**src/rsc_map.svh**
```systemverilog
// Register offsets, field positions, reset values and timing counts of the reset source controller.
// Assumes inclusion by bare name from the package and the bench.
`ifndef RSC_MAP_SVH
`define RSC_MAP_SVH

// Register indices; byte address is four times the index
`define RSC_IDX_CAUSE_FLAGS  2'h0
`define RSC_IDX_SW_RESET     2'h1
`define RSC_IDX_PROT_KEY     2'h2
`define RSC_IDX_BOD_CONFIG   2'h3

// Cause flag bit positions, then the software reset trigger bit
`define RSC_BIT_POWERON      0
`define RSC_BIT_BROWNOUT     1
`define RSC_BIT_PIN          2
`define RSC_BIT_WATCHDOG     3
`define RSC_BIT_SOFTWARE     4
`define RSC_BIT_DEBUG        5
`define RSC_BIT_SW_TRIGGER   0

// Reset values
`define RSC_RST_CAUSE_FLAGS  6'h01
`define RSC_RST_BOD_CONFIG   3'h0
`define RSC_BOD_MIN_LEVEL    3'h0

// Key opening the protected write window (value is arbitrary)
`define RSC_IO_REGISTER_KEY  8'h9D

// Protected write window: four instructions, two bus cycles each
`define RSC_KEY_WINDOW_INSTR 4
`define RSC_CYCLES_PER_INSTR 2

// Internal initialization lengths in cycles
`define RSC_INIT_BASE        16
`define RSC_INIT_SUT_UNIT    64
`define RSC_INIT_CRC_EXTRA   256

`endif

```
**src/rsc_pkg.sv**
```systemverilog
// Types shared by the reset source controller.
// Assumes rsc_map.svh is on the include path.
package rsc_pkg;
  `include "rsc_map.svh"

  typedef enum logic [1:0] {
    RSC_HOLD,
    RSC_INIT,
    RSC_RUN
  } rsc_state_e;

  typedef logic [5:0] rsc_flags_t;
  typedef logic [2:0] rsc_bod_t;
endpackage

```
**src/rsc_reset_source_controller.sv**
```systemverilog
// Reset source controller: gathers six reset sources, sequences the system reset, records causes.
// Assumes one 125 MHz clock, an Avalon-MM master and reset_n as the power-on detector output.
`timescale 1ns/1ns

module rsc_reset_source_controller
  import rsc_pkg::*;
#(
  parameter int INIT_BASE     = `RSC_INIT_BASE,
  parameter int INIT_SUT_UNIT = `RSC_INIT_SUT_UNIT,
  parameter int INIT_CRC      = `RSC_INIT_CRC_EXTRA
) (
  input  wire logic        ref_clk,
  input  wire logic        reset_n,
  input  wire logic [3:0]  address,
  input  wire logic        read,
  input  wire logic        write,
  input  wire logic [31:0] writedata,
  input  wire logic [3:0]  byteenable,
  output logic [31:0]      readdata,
  output logic             waitrequest,
  input  wire logic        brownOutDetect,
  input  wire logic        resetPin_n,
  input  wire logic        watchdogTimeout,
  input  wire logic        debugResetRequest,
  input  wire logic        chipErase,
  input  wire logic        pinResetFuse,
  input  wire logic        bodUnusedFuse,
  input  wire logic [1:0]  startupDelayFuse,
  input  wire logic        bootCrcSourceFuse,
  output logic             systemReset_n,
  output logic             debugReset_n,
  output logic             fuseReload,
  output logic             pinResetEnable,
  output logic             bodUnused,
  output logic [1:0]       startupDelay,
  output logic             bootCrcSource,
  output rsc_pkg::rsc_bod_t bodLevel
);
  import rsc_pkg::*;

  localparam int KEY_CYCLES = `RSC_KEY_WINDOW_INSTR * `RSC_CYCLES_PER_INSTR;
  localparam int CNT_W      = 12;

  rsc_state_e   state;
  rsc_flags_t   causeFlags;
  rsc_flags_t   srcActive;
  logic         bootDone;
  logic [2:0]   pinSync;
  logic         pinLevel_n;
  logic         bodSync1;
  logic         bodSync2;
  logic         bodSync3;
  logic         bodLevelIn;
  logic         swRequest;
  logic [3:0]   keyWindow;
  logic [CNT_W-1:0] initCount;
  logic [CNT_W-1:0] next_initLen;
  logic         anySource;
  logic         accept;
  logic [1:0]   regIdx;
  logic         wrLow;
  logic [31:0]  next_readdata;
  logic         keyMatch;
  logic         wrCause;
  logic         wrSwReset;
  logic         wrKey;
  logic         wrBod;
  logic         releaseEdge;
  logic         next_systemReset_n;
  logic         next_debugReset_n;
  logic [3:0]   next_keyWindow;
  rsc_flags_t   next_causeFlags;
  rsc_state_e   next_state;
  logic [CNT_W-1:0] next_initCount;

  ////////////////////////////////////////////////////////////////////////////
  // Input synchronisers: a change counts once stages two and three agree

  always_ff @(posedge ref_clk or negedge reset_n) begin
    if (!reset_n) begin
      pinSync <= 3'h7;
    end else begin
      pinSync <= {pinSync[1:0], resetPin_n};
    end
  end

  always_ff @(posedge ref_clk or negedge reset_n) begin
    if (!reset_n) begin
      pinLevel_n <= 1'b1;
    end else if (pinSync[1] == pinSync[2]) begin
      pinLevel_n <= pinSync[2];
    end
  end

  always_ff @(posedge ref_clk or negedge reset_n) begin
    if (!reset_n) begin
      bodSync1   <= 1'b0;
      bodSync2   <= 1'b0;
      bodSync3   <= 1'b0;
      bodLevelIn <= 1'b0;
    end else begin
      bodSync1 <= brownOutDetect;
      bodSync2 <= bodSync1;
      bodSync3 <= bodSync2;
      if (bodSync2 == bodSync3) begin
        bodLevelIn <= bodSync3;
      end
    end
  end

  ////////////////////////////////////////////////////////////////////////////
  // Source gathering

  always_comb begin
    srcActive                     = '0;
    srcActive[`RSC_BIT_BROWNOUT]  = bodLevelIn;
    srcActive[`RSC_BIT_PIN]       = pinResetEnable && !pinLevel_n;
    srcActive[`RSC_BIT_WATCHDOG]  = watchdogTimeout;
    srcActive[`RSC_BIT_SOFTWARE]  = swRequest;
    srcActive[`RSC_BIT_DEBUG]     = debugResetRequest;
    anySource                     = |srcActive;
  end

  // Hold with every source quiet: the one cycle in which fuses reload
  assign releaseEdge = state == RSC_HOLD && !anySource;

  // Init length from the fuse values being reloaded
  always_comb begin
    next_initLen = CNT_W'(INIT_BASE)
                 + CNT_W'(INIT_SUT_UNIT) * CNT_W'(startupDelayFuse)
                 + (bootCrcSourceFuse ? CNT_W'(INIT_CRC) : CNT_W'(0));
  end

  ////////////////////////////////////////////////////////////////////////////
  // Reset sequencer; clocked in every sleep mode, never gated

  // Any active source restarts the whole sequence, mid-init too
  always_comb begin
    next_state     = state;
    next_initCount = initCount;
    if (anySource) begin
      next_state     = RSC_HOLD;
      next_initCount = '0;
    end else begin
      unique case (state)
        RSC_HOLD: begin
          next_state     = RSC_INIT;
          next_initCount = next_initLen;
        end
        RSC_INIT: begin
          if (initCount == '0) begin
            next_state = RSC_RUN;
          end else begin
            next_initCount = initCount - CNT_W'(1);
          end
        end
        RSC_RUN: begin
          next_state = RSC_RUN;
        end
        default: begin
          next_state = RSC_HOLD;
        end
      endcase
    end
  end

  always_ff @(posedge ref_clk or negedge reset_n) begin
    if (!reset_n) begin
      state <= RSC_HOLD;
    end else begin
      state <= next_state;
    end
  end

  always_ff @(posedge ref_clk or negedge reset_n) begin
    if (!reset_n) begin
      initCount <= '0;
    end else begin
      initCount <= next_initCount;
    end
  end

  ////////////////////////////////////////////////////////////////////////////
  // Reset outputs

  always_comb begin
    next_systemReset_n = !anySource && state == RSC_RUN;
    // Debug side falls only with power-on or brown-out; once up it stays up
    next_debugReset_n  = !srcActive[`RSC_BIT_BROWNOUT] && (state != RSC_HOLD || debugReset_n);
  end

  always_ff @(posedge ref_clk or negedge reset_n) begin
    if (!reset_n) begin
      systemReset_n <= 1'b0;
    end else begin
      systemReset_n <= next_systemReset_n;
    end
  end

  always_ff @(posedge ref_clk or negedge reset_n) begin
    if (!reset_n) begin
      debugReset_n <= 1'b0;
    end else begin
      debugReset_n <= next_debugReset_n;
    end
  end

  ////////////////////////////////////////////////////////////////////////////
  // Fuse shadows reload when any reset releases

  always_ff @(posedge ref_clk or negedge reset_n) begin
    if (!reset_n) begin
      fuseReload <= 1'b0;
    end else begin
      fuseReload <= releaseEdge;
    end
  end

  always_ff @(posedge ref_clk or negedge reset_n) begin
    if (!reset_n) begin
      pinResetEnable <= 1'b0;
      bodUnused      <= 1'b0;
      startupDelay   <= '0;
      bootCrcSource  <= 1'b0;
    end else begin
      if (releaseEdge) begin
        pinResetEnable <= pinResetFuse;
        bodUnused      <= bodUnusedFuse;
        startupDelay   <= startupDelayFuse;
        bootCrcSource  <= bootCrcSourceFuse;
      end
    end
  end

  always_ff @(posedge ref_clk or negedge reset_n) begin
    if (!reset_n) begin
      bootDone <= 1'b0;
    end else if (state == RSC_RUN) begin
      bootDone <= 1'b1;
    end
  end

  ////////////////////////////////////////////////////////////////////////////
  // Avalon-MM slave: one wait cycle, then the answer

  assign accept = (read || write) && !waitrequest;
  assign regIdx = address[3:2];
  assign wrLow  = write && accept && byteenable[0];

  // Register write strobes; only the accepting edge counts
  assign wrCause   = wrLow && regIdx == `RSC_IDX_CAUSE_FLAGS;
  assign wrSwReset = wrLow && regIdx == `RSC_IDX_SW_RESET;
  assign wrKey     = wrLow && regIdx == `RSC_IDX_PROT_KEY;
  assign wrBod     = wrLow && regIdx == `RSC_IDX_BOD_CONFIG;
  assign keyMatch  = writedata[7:0] == `RSC_IO_REGISTER_KEY;

  always_ff @(posedge ref_clk or negedge reset_n) begin
    if (!reset_n) begin
      waitrequest <= 1'b1;
    end else if (accept) begin
      waitrequest <= 1'b1;
    end else if (read || write) begin
      waitrequest <= 1'b0;
    end
  end

  always_comb begin
    next_readdata = '0;
    unique case (regIdx)
      `RSC_IDX_CAUSE_FLAGS: next_readdata = {26'h0, causeFlags};
      `RSC_IDX_SW_RESET:    next_readdata = 32'h0;
      `RSC_IDX_PROT_KEY:    next_readdata = {31'h0, keyWindow != 4'h0};
      `RSC_IDX_BOD_CONFIG:  next_readdata = {29'h0, bodLevel};
    endcase
  end

  always_ff @(posedge ref_clk or negedge reset_n) begin
    if (!reset_n) begin
      readdata <= '0;
    end else if (read && waitrequest) begin
      readdata <= next_readdata;
    end
  end

  ////////////////////////////////////////////////////////////////////////////
  // Change protection; a pending window dies with any reset

  always_comb begin
    next_keyWindow = keyWindow;
    if (state != RSC_RUN) begin
      next_keyWindow = '0;
    end else if (wrKey && keyMatch) begin
      next_keyWindow = 4'(KEY_CYCLES);
    end else if (keyWindow != '0) begin
      next_keyWindow = keyWindow - 4'h1;
    end
  end

  always_ff @(posedge ref_clk or negedge reset_n) begin
    if (!reset_n) begin
      keyWindow <= '0;
    end else begin
      keyWindow <= next_keyWindow;
    end
  end

  always_ff @(posedge ref_clk or negedge reset_n) begin
    if (!reset_n) begin
      swRequest <= 1'b0;
    end else begin
      // Unkeyed writes complete on the bus but change nothing
      swRequest <= wrSwReset && keyWindow != '0
                   && writedata[`RSC_BIT_SW_TRIGGER];
    end
  end

  ////////////////////////////////////////////////////////////////////////////
  // Cause flags: survive every reset but power-on; set beats clear

  always_comb begin
    next_causeFlags = causeFlags;
    for (int i = 0; i < 6; i++) begin
      if (bootDone && srcActive[i]) begin
        next_causeFlags[i] = 1'b1;
      end else if (wrCause && writedata[i]) begin
        next_causeFlags[i] = 1'b0;
      end
    end
  end

  always_ff @(posedge ref_clk or negedge reset_n) begin
    if (!reset_n) begin
      causeFlags <= `RSC_RST_CAUSE_FLAGS;
    end else begin
      causeFlags <= next_causeFlags;
    end
  end

  ////////////////////////////////////////////////////////////////////////////
  // Brown-out configuration: cleared by power-on, and by any reset or chip erase while bodUnused is set

  always_ff @(posedge ref_clk or negedge reset_n) begin
    if (!reset_n) begin
      bodLevel <= `RSC_RST_BOD_CONFIG;
    end else if (bodUnused && (state != RSC_RUN || chipErase)) begin
      bodLevel <= `RSC_BOD_MIN_LEVEL;
    end else if (wrBod) begin
      bodLevel <= writedata[2:0];
    end
  end

endmodule

```
**config.mk**
```make
export PLATFORM = sky130hd
export DESIGN_NAME = rsc_reset_source_controller
export DESIGN_NICKNAME = d
export VERILOG_FILES = /design/src/rsc_pkg.sv /design/src/rsc_reset_source_controller.sv
export VERILOG_INCLUDE_DIRS = /design/src /design/src/src
export SDC_FILE = /design/constraint.sdc
export NUM_CORES = 1
export LEC_CHECK = 0
export BUFFER_PORTS_ARGS = -buffer_cell sky130_fd_sc_hd__buf_4
export CAP_MARGIN = 15
export CORE_ASPECT_RATIO = 1.75
export CORE_MARGIN = 2
export CORE_UTILIZATION = 45
export CTS_CLUSTER_DIAMETER = 120
export CTS_CLUSTER_SIZE = 25
export DETAILED_ROUTE_END_ITERATION = 10
export PLACE_DENSITY_LB_ADDON = 0.12
export SLEW_MARGIN = 20
export SYNTH_ARGS = -nofsm -noshare
export SYNTH_HDL_FRONTEND = slang
export SYNTH_SLANG_ARGS = --single-unit
export TNS_END_PERCENT = 5
```
**constraint.sdc**
```tcl
create_clock -name ref_clk -period 2.3 [get_ports ref_clk]
set_clock_uncertainty 0.1 [all_clocks]
set_input_delay 0.23 -clock ref_clk [delete_from_list [all_inputs] [get_ports ref_clk]]
set_output_delay 0.23 -clock ref_clk [all_outputs]
set_load 0.01 [all_outputs]
```
Word-level counts from Yosys, hierarchy flattened
Cells that the tools add are included.
{"block": "word_totals", "register_bits": 78, "latch_bits": 0, "output_inout_bits": 44, "elab_cells": 117, "mem_bits_ro": 0, "input_bits": 54, "n_memories": 0, "ramBits": 0}
{"block": "op_classes", "div_mod_pow": 0, "shift": 0, "mux": 25, "bitwise": 0, "n_eq_ne": 11, "n_reduce_logical": 50, "n_mul": 0, "add_sub_neg": 4, "order_cmp": 0}
{"op": "case mux 32 bit (4 select lines)", "n": 1}
{"op": "logical AND 1 bit", "n": 27}
{"op": "2-to-1 mux 12 bit", "n": 2}
{"op": "case mux 12 bit (2 select lines)", "n": 1}
{"op": "nonzero test 2 bit", "n": 8}
{"op": "logical NOT 12 bit", "n": 1}
{"op": "2-to-1 mux 1 bit", "n": 12}
{"op": "2-to-1 mux 4 bit", "n": 3}
{"op": "subtractor 12 x 1 -> 12 bit (second input constant)", "n": 1}
{"op": "adder 9 x 9 -> 10 bit", "n": 1}
{"op": "adder 5 x 8 -> 9 bit (first input constant)", "n": 1}
{"op": "2-to-1 mux 9 bit", "n": 1}
{"op": "equality test 8 bit (second input constant)", "n": 1}
{"op": "equality test 2 bit (second input constant)", "n": 3}
{"op": "2-to-1 mux 3 bit", "n": 2}
{"op": "!= test 3 bit (second input constant)", "n": 2}
{"op": "case mux 2 bit (3 select lines)", "n": 1}
{"op": "nonzero test 3 bit", "n": 2}
{"op": "OR reduction 5 bit", "n": 1}
{"op": "equality test 2 x 1 -> 1 bit (second input constant)", "n": 2}
{"op": "logical NOT 1 bit", "n": 4}
{"op": "logical NOT 2 bit", "n": 2}
{"op": "2-to-1 mux 2 bit", "n": 2}
{"op": "nonzero test 4 bit", "n": 1}
{"op": "5 further kinds", "n": 8}

Depth between registers and ports, before layout
Gate-level depths: netlist (run 1).
{"block": "logic_depth", "word_depth": 8, "depth_mapped": 7, "ltp_nobuf": 6}

Least setup slack after synthesis (run 1)
No wires, ideal clock.
{"block": "synth_timing", "kind": "register -> register", "start": "reg initCount[0]", "end": "reg state[0]", "path_buffers": 1, "path_stages_with_launch": 8, "setup_time_ps": 120, "arrival_time_ps": 1883, "path_slack_ps": 197, "period_less_slack_ps": 2103, "required_ps": 2080, "cell_sequence": "dfrtp_1 > inv_1 > ha_1 > or4b_1 > o41ai_2 > buf_4 > mux2i_1 > nor2_1"}
{"block": "synth_between", "elab_chain_cells": 2}
{"element": "start, declared", "line": "rsc_reset_source_controller.sv:56", "source": "logic [CNT_W-1:0] initCount;"}
{"element": "start signal, assigned", "line": "rsc_reset_source_controller.sv:179", "source": "initCount <= next_initCount;"}
{"element": "logical NOT 12 bit", "line": "rsc_reset_source_controller.sv:151", "source": "if (initCount == '0) begin"}
{"element": "!= test 3 bit (no source line)"}
{"element": "end signal, assigned", "line": "rsc_reset_source_controller.sv:171", "source": "state <= next_state;"}
{"element": "end, declared", "line": "rsc_reset_source_controller.sv:44", "source": "rsc_state_e state;"}
No other way between the ends.
A chain may end at the register's enable or synchronous reset.

Worst setup path in the final report (run 1)
{"block": "layout_timing", "start": "reg initCount[0]", "end": "reg state[1]"}
The elaborated chain is that of the path after synthesis.

==> out/qor.csv, run 1 <==
stage,metric,value,unit
cells_and_area,finalInstanceArea,3170,um^2
clock_network,clk_pin_slew,0.11,ns
logic_synthesis,yosysSeqAreaShare,49.0,%
power_and_ir_drop,power_report.internal_total,1.50,mW
placed_design,place.gp.congestion,0.856,
logic_synthesis,synth-edff-count,0,
clock_network,tritoncts_clock_tree,yes,
setup_path,cp_data_required_time,2.41,ns
worst_hold_path,worst_hold_path_type,in -> reg,
sta,timing.final.max_slew_violations,0,
floorplanning,dieHeight,106,um
clock_network,ctsRootBufferMaster,sky130_fd_sc_hd__clkbuf_8,
route,detail_route.first_pass.iterations,4,
sta,final.min_clock_period,2.20,ns
logic_synthesis,ys_top_cells_by_area,"sky130_fd_sc_hd__dfrtp_1 43%, sky130_fd_sc_hd__buf_4 7.6%, sky130_fd_sc_hd__dfstp_2 5.9%",
route,drc_errors,0,
sta,max_freq,0.454,GHz
route,vias,1945,
placed_design,detailed_place.area,3030,um^2
power_and_ir_drop,cellLeakagePower,1.48,nW
setup_path,critical_path.cell_chain,inv_1 -> ha_1 -> or4b_4 -> o41ai_4 -> buf_4 -> mux2i_1 -> nor2_1,
power_and_ir_drop,clock_power_share,25.0,%
clock_network,cts_sinks,52,
setup_path,timing_worst_setup_path_type,reg -> reg,
setup_path,slowest_stage,sky130_fd_sc_hd__or4b_4,
setup_path,critical_path.max_fanout,4,
logic_synthesis,synth.lib_cells_used.distinct,54,
cells_and_area,final_common_cell,sky130_fd_sc_hd__buf_4,
sta,final_min_period_over_clock_period,95.7,%
floorplanning,die_area,6590,um^2
cells_and_area,design.final.nets,365,
setup_path,critPathCaptureType,register,
logic_synthesis,avgSynthCellArea,10.8,um^2
logic_synthesis,syn_inst,248,
grt,gr-usage-all-layers,17.9,%
floorplanning,die_w,62.2,um
floorplanning,initial_core_util,46.2,%
route,drt_iter0_drc,115,
placed_design,detailedPlacementHpwl,4.32,mm
clock_network,clock_path_buffers,2,
cells_and_area,diode_insertion_count_for_antenna_repair,0,
logic_synthesis,netlist.top_cell.by_area,sky130_fd_sc_hd__dfrtp_1,
grt,grt_max_degree,53,
sta,slew_headroom,56.3,%
route,ant_nets,0,
logic_synthesis,async_flop_share,100,%
cells_and_area,mostFrequentLayoutCells,"51 x sky130_fd_sc_hd__buf_4, 46 x sky130_fd_sc_hd__dfrtp_1, 26 x sky130_fd_sc_hd__conb_1, 17 x sky130_fd_sc_hd__nand2_1, 13 x sky130_fd_sc_hd__nor2_1",
cells_and_area,drive_above_1_share,27.9,%
power_and_ir_drop,comb_pwr_share,22.8,%
run,maxCapViolCount,0,
floorplanning,pin_count,98,
setup_path,cp-start-kind,register,
logic_synthesis,ys_ff_latch,52,
clock_network,ctsHtreeMaxLevel,2,
floorplanning,fp.coreArea,5790,um^2
cells_and_area,synthToLayoutAreaGrowth,18.7,%
route,postRouteWirelength,5.61,mm
power_and_ir_drop,power_density,678,nW/um^2
power_and_ir_drop,peak_supply_drop,0.517,mV
sta,worst_max_slew_pin_slew,0.639,ns
sta,hold_viol,0,
route,wl_per_cell,14.7,um
sta,final.setup.tns,0,ns
route,detail_route.vias_per_cell,5.08,
power_and_ir_drop,power.net_switching,647,uW
outcome,outcome,completed,
logic_synthesis,yosys.area.top_type_share,43.1,%
grt,grt_first_pass_wirelength,9.18,mm
logic_synthesis,synth_area,2670,um^2
sta,final-setup-viol-count,0,
grt,number_of_global_route_vias_before_repair,1905,
setup_path,worst_endpoint_data_arrival_time,2.31,ns
setup_path,worst_path_largest_cell_delay,0.50,ns
cells_and_area,fillCellCount,534,
clock_network,cts_made_buffers,5,
sta,unrepaired_setup_endpoints_after_global_routing,false,
logic_synthesis,yosys_most_used_dff,sky130_fd_sc_hd__dfrtp_1,
floorplanning,rows,37,
power_and_ir_drop,seq_power_share,52.2,%
clock_network,clkLatencyLatePin,0.32,ns
power_and_ir_drop,netSwitchingFraction,30.1,%
grt,grt_overflow,0,
placed_design,port-buffer-count,42,
grt,grt_antenna_before_repair,0,
logic_synthesis,synthesis_warnings,0,
==> worst paths after layout <==
path	slack, ns	from	end	cells after the start
min in group asynchronous	0.36	reset_n	initCount[7]$_DFFE_PN0P_	2
hold / removal	0.03	address[3]	swRequest$_DFF_PN0_	2
setup / recovery	0.1	initCount[0]$_DFFE_PN0P_	state[1]$_DFFE_PN0P_	7
hold reg to reg	0.26	pinSync[0]$_DFF_PN1_	pinSync[1]$_DFF_PN1_	0
max in group asynchronous	1.26	reset_n	readdata[2]$_DFFE_PN0P_	2
setup reg to reg	0.1	initCount[0]$_DFFE_PN0P_	state[1]$_DFFE_PN0P_	7
==> Yosys cell counts, types with 6 or more instances <==
cell and count:
sky130_fd_sc_hd__dfrtp_1 46, sky130_fd_sc_hd__buf_4 27, sky130_fd_sc_hd__nand2_1 17, sky130_fd_sc_hd__nor2_1 13, sky130_fd_sc_hd__inv_1 11, sky130_fd_sc_hd__a22o_1 8, sky130_fd_sc_hd__ha_1 7, sky130_fd_sc_hd__a21oi_1 6
sky130_fd_sc_hd__dfstp_2 6, sky130_fd_sc_hd__mux2_2 6, sky130_fd_sc_hd__mux2i_1 6, sky130_fd_sc_hd__nand2b_1 6, sky130_fd_sc_hd__nor2b_1 6
==> sequential cells by signal, summed over array words and instances (netlist names) <==
register	count
bodLevel	3
bodLevelIn	1
bodSync1	1
bodSync2	1
bodSync3	1
bodUnused	1
bootCrcSource	1
bootDone	1
causeFlags	6
debugReset_n	1
fuseReload	1
initCount	12
keyWindow	4
pinLevel_n	1
pinResetEnable	1
pinSync	3
readdata	6
startupDelay	2
state	2
swRequest	1
systemReset_n	1
waitrequest	1
==> power by group through the flow <==
stage / Combinational, mW / Sequential [mW] / Clock [mW]
after global placement: 0.483 / 1.14 / 0
final: 0.489 / 1.12 / 0.538
after floorplan: 0.250 / 1.15 / 0
after detailed placement: 0.488 / 1.14 / 0
after CTS: 0.494 / 1.12 / 0.552
after global routing: 0.540 / 1.13 / 0.585
==> area by class of cell <==
| cell class | count | area (um^2) | share of cell area, % |
|---|---|---|---|
| flip-flops and latches | 52 | 1310 | 41.3 |
| multi-input cells | 179 | 1210 | 38.2 |
| repair buffers | 55 | 423 | 13.3 |
| well taps | 78 | 97.6 | 3.08 |
| clock buffers | 5 | 68.8 | 2.17 |
| inverters | 11 | 41.3 | 1.30 |
| clock inverters | 3 | 21.3 | 0.671 |
==> kinds of logic (layout without fill, tap and decap cells) <==
logic type	Yosys count	count (layout)	synth area share, %
AND/OR/NAND/NOR	85	85	19.3
flip-flops	52	52	49.0
AO/OA/AOI/OAI	44	44	12.0
buffers and inverters	42	74	9.74
multiplexers	12	12	4.78
adder cells (fa/ha/maj)	9	9	4.03
XOR/XNOR	3	3	0.984
other	1	26	0.140
==> worst max-delay path, delay by kind of cell, from the launching register on <==
kind	cells	cell delay (ns)
flip-flops	1	0.40
AND/OR/NAND/NOR	2	0.56
multiplexers	1	0.18
AO/OA/AOI/OAI	1	0.39
adder cells (fa/ha/maj)	1	0.17
buffers and inverters	2	0.30
==> layer usage <==
layer / vias to the layer above / track usage, % / share of wire (%)
li1: 939 / - / -
met1: 951 / 20.3 / 39
met2: 44 / 32.8 / 56
met3: 11 / 2.33 / 2.5
met4: 0 / 8.73 / 3.1
met5: - / 0 / 0
==> timing repair <==
action,CTS,global route
hold buffers,4,0
endpoints found under the setup margin,0,8
setup buffers,0,0
hold endpoints to repair,49,0
gates resized for setup,0,2
==> metrics by stage <==
step                      worst slack, ns  total power [mW]  utilization, %  cells  hold slack, ns
after global routing              0.00167              2.26            54.8    383          0.0380
after global placement             0.0527              1.62            52.3    371           0.210
after CTS                          0.0253              2.17            54.6    383          0.0204
after floorplan                     0.197              1.40               -    273          -0.166
after detailed placement           0.0473              1.63            52.3    371           0.206
final                              0.0984              2.15            54.8    383          0.0287
No activity file was read; power rests on OpenSTA's default activity.
==> run 2, diff against run 1 <==
Settings changed: GPL_TIMING_DRIVEN from default to 0.
==> out/qor.csv, run 2 (same netlist as run 1, synthesis figures left out) <==
stage,metric,value,unit
clock_network,tritoncts_clock_tree,yes,
cells_and_area,largest_register_ffs,12,
sta,final.min_clock_period,2.16,ns
power_and_ir_drop,power.net_switching,629,uW
sta,unrepaired_setup_endpoints_after_global_routing,false,
setup_path,cpLargestDelayFamily,simple AND/OR/NAND/NOR gates,
setup_path,slowest_stage,sky130_fd_sc_hd__or4_4,
floorplanning,pin_count,98,
setup_path,critical_path_buf_inv_count,1,
floorplanning,fp.coreArea,5790,um^2
route,wl_per_cell,14.0,um
setup_path,timing.rr.start,bodLevelIn$_DFFE_PN0N_,
grt,number_of_global_route_vias_before_repair,2001,
grt,grt_first_pass_wirelength,9.16,mm
route,postRouteWirelength,5.69,mm
worst_hold_path,hold_path.startpoint,address[3],
sta,final.setup.tns,0,ns
grt,gr-usage-all-layers,17.8,%
grt,global_route.peak_usage_layer,met2,
route,detail_route.first_pass.iterations,4,
power_and_ir_drop,seq_power_share,51.3,%
floorplanning,initial_core_util,46.2,%
route,vias,1999,
placed_design,port-buffer-count,42,
cells_and_area,drive_above_1_share,32.6,%
clock_network,ctsRootBufferMaster,sky130_fd_sc_hd__clkbuf_8,
power_and_ir_drop,report.power.total,2.18,mW
setup_path,worst_path_largest_cell_delay,0.53,ns
route,drt_iter0_drc,117,
clock_network,ctsHtreeMaxLevel,2,
setup_path,cp-start-kind,register,
grt,use_met1,18.7,%
setup_path,timing_worst_setup_path_type,reg -> reg,
clock_network,cts_sinks,52,
floorplanning,die_w,62.2,um
clock_network,clk_pin_slew,0.10,ns
setup_path,cp_data_required_time,2.44,ns
setup_path,critical_path.max_fanout,9,
setup_path,critPathCaptureType,register,
floorplanning,dieHeight,106,um
worst_hold_path,worst_hold_path_type,in -> reg,
placed_design,place_ws,-0.162,ns
grt,grt_max_degree,53,
placed_design,detailedPlacementHpwl,4.32,mm
grt,use_met3,2.22,%
outcome,outcome,completed,
sta,timing.final.ws_setup,0.136,ns
clock_network,postCtsSetupRepairBufs,0,
cells_and_area,final_cells,406,
cells_and_area,fin_util,58.2,%
route,drc_errors,0,
sta,max_freq,0.462,GHz
setup_path,worstSetupStartpoint,bodLevelIn$_DFFE_PN0N_,
power_and_ir_drop,power_report.internal_total,1.56,mW
grt,grt.met2_usage,34.9,%
sta,slew_headroom,56.8,%
grt,grt_antenna_before_repair,0,
sta,worst_max_slew_pin_slew,0.648,ns
placed_design,numPlacedInstances,393,
power_and_ir_drop,netSwitchingFraction,28.8,%
cells_and_area,final_common_cell,sky130_fd_sc_hd__buf_4,
route,detail_route.vias_per_cell,4.92,
run,maxCapViolCount,0,
cells_and_area,mostFrequentLayoutCells,"69 x sky130_fd_sc_hd__buf_4, 46 x sky130_fd_sc_hd__dfrtp_1, 26 x sky130_fd_sc_hd__conb_1, 17 x sky130_fd_sc_hd__nand2_1, 13 x sky130_fd_sc_hd__nor2_1",
setup_path,critical_path.cell_chain,or4_4 -> or2_0 -> buf_2 -> or4_1 -> o21ai_1,
cells_and_area,synthToLayoutAreaGrowth,26.2,%
clock_network,cts_made_buffers,5,
cells_and_area,biggestRegsByFlops,"initCount (12), causeFlags (6), readdata (6)",
cells_and_area,registers.top_by_ff_count,initCount,
grt,grt_overflow,0,
floorplanning,die_area,6590,um^2
cells_and_area,finalInstanceArea,3370,um^2
clock_network,clock_path_buffers,2,
power_and_ir_drop,clock_power_share,24.8,%
sta,timing.final.max_slew_violations,0,
power_and_ir_drop,power_density,648,nW/um^2
cells_and_area,diode_insertion_count_for_antenna_repair,0,
clock_network,clkLatencyLatePin,0.31,ns
placed_design,detailed_place.area,3180,um^2
floorplanning,rows,37,
power_and_ir_drop,cellLeakagePower,1.61,nW
power_and_ir_drop,peak_supply_drop,0.445,mV
sta,final_min_period_over_clock_period,94.1,%
sta,fin_hold_ws,0.0416,ns
placed_design,place.gp.congestion,0.831,
cells_and_area,design.final.nets,388,
sta,hold_viol,0,
power_and_ir_drop,comb_pwr_share,23.9,%
sta,final-setup-viol-count,0,
route,ant_nets,0,
setup_path,worst_endpoint_data_arrival_time,2.31,ns
run 2: cell count changes in the layout (fill, tap and decap cells not counted), sizes merged:
| cell | previous run | this run |
|---|---|---|
| buf | 51 | 71 |
| clkbuf | 5 | 10 |
| clkinv | 1 | 0 |
| inv | 12 | 11 |
run 2: power by group through the flow:
stage	Combinational, mW	Sequential [mW]	Clock, mW
2_1_floorplan	0.250	1.15	0
5_1_grt	0.577	1.13	0.600
3_3_place_gp	0.503	1.13	0
6_report	0.522	1.12	0.542
4_1_cts	0.522	1.12	0.559
3_5_place_dp	0.511	1.14	0
run 2: path summary, 6_finish.rpt:
kind                       slack, ns  cells past startpoint                   endpoint
max reg2reg                     0.14                      5  initCount[10]$_DFFE_PN0P_
min reg2reg                     0.26                      0         bodSync2$_DFF_PN0_
min in group asynchronous       0.38                      2   initCount[9]$_DFFE_PN0P_
min                             0.04                      2        swRequest$_DFF_PN0_
max                             0.14                      5  initCount[10]$_DFFE_PN0P_
max in group asynchronous       1.27                      2   initCount[3]$_DFFE_PN0P_
run 2: final cells by class:
cell class / count / area, um^2
fill: 518 / 2420
sequential: 52 / 1310
multi-input combinational: 179 / 1250
timing repair buffer: 47 / 360
buffer: 31 / 223
tap: 78 / 97.6
clock buffer: 7 / 86.3
inverter: 11 / 41.3
clock inverter: 1 / 7.51
run 2: what timing repair did:
action                                  4_1_cts  5_1_grt
hold endpoints to repair                     49        0
gates cloned                                  0        1
resized for setup                             4        7
endpoints found under the setup margin        7       11
hold buffers                                  4        0
pin swaps                                     0        1
run 2: worst reg2reg max path: stages (launching register included):
cell	delay [ns]
sky130_fd_sc_hd__dfrtp_1	0.44
sky130_fd_sc_hd__or4_4	0.53
sky130_fd_sc_hd__or2_0	0.21
sky130_fd_sc_hd__buf_2	0.19
sky130_fd_sc_hd__or4_1	0.52
sky130_fd_sc_hd__o21ai_1	0.13
run 2: routing by layer:
layer  vias up  wire, um
met5         -         0
met1       961      2170
met2        42      3200
li1        986         -
met3        10       158
met4         0       164
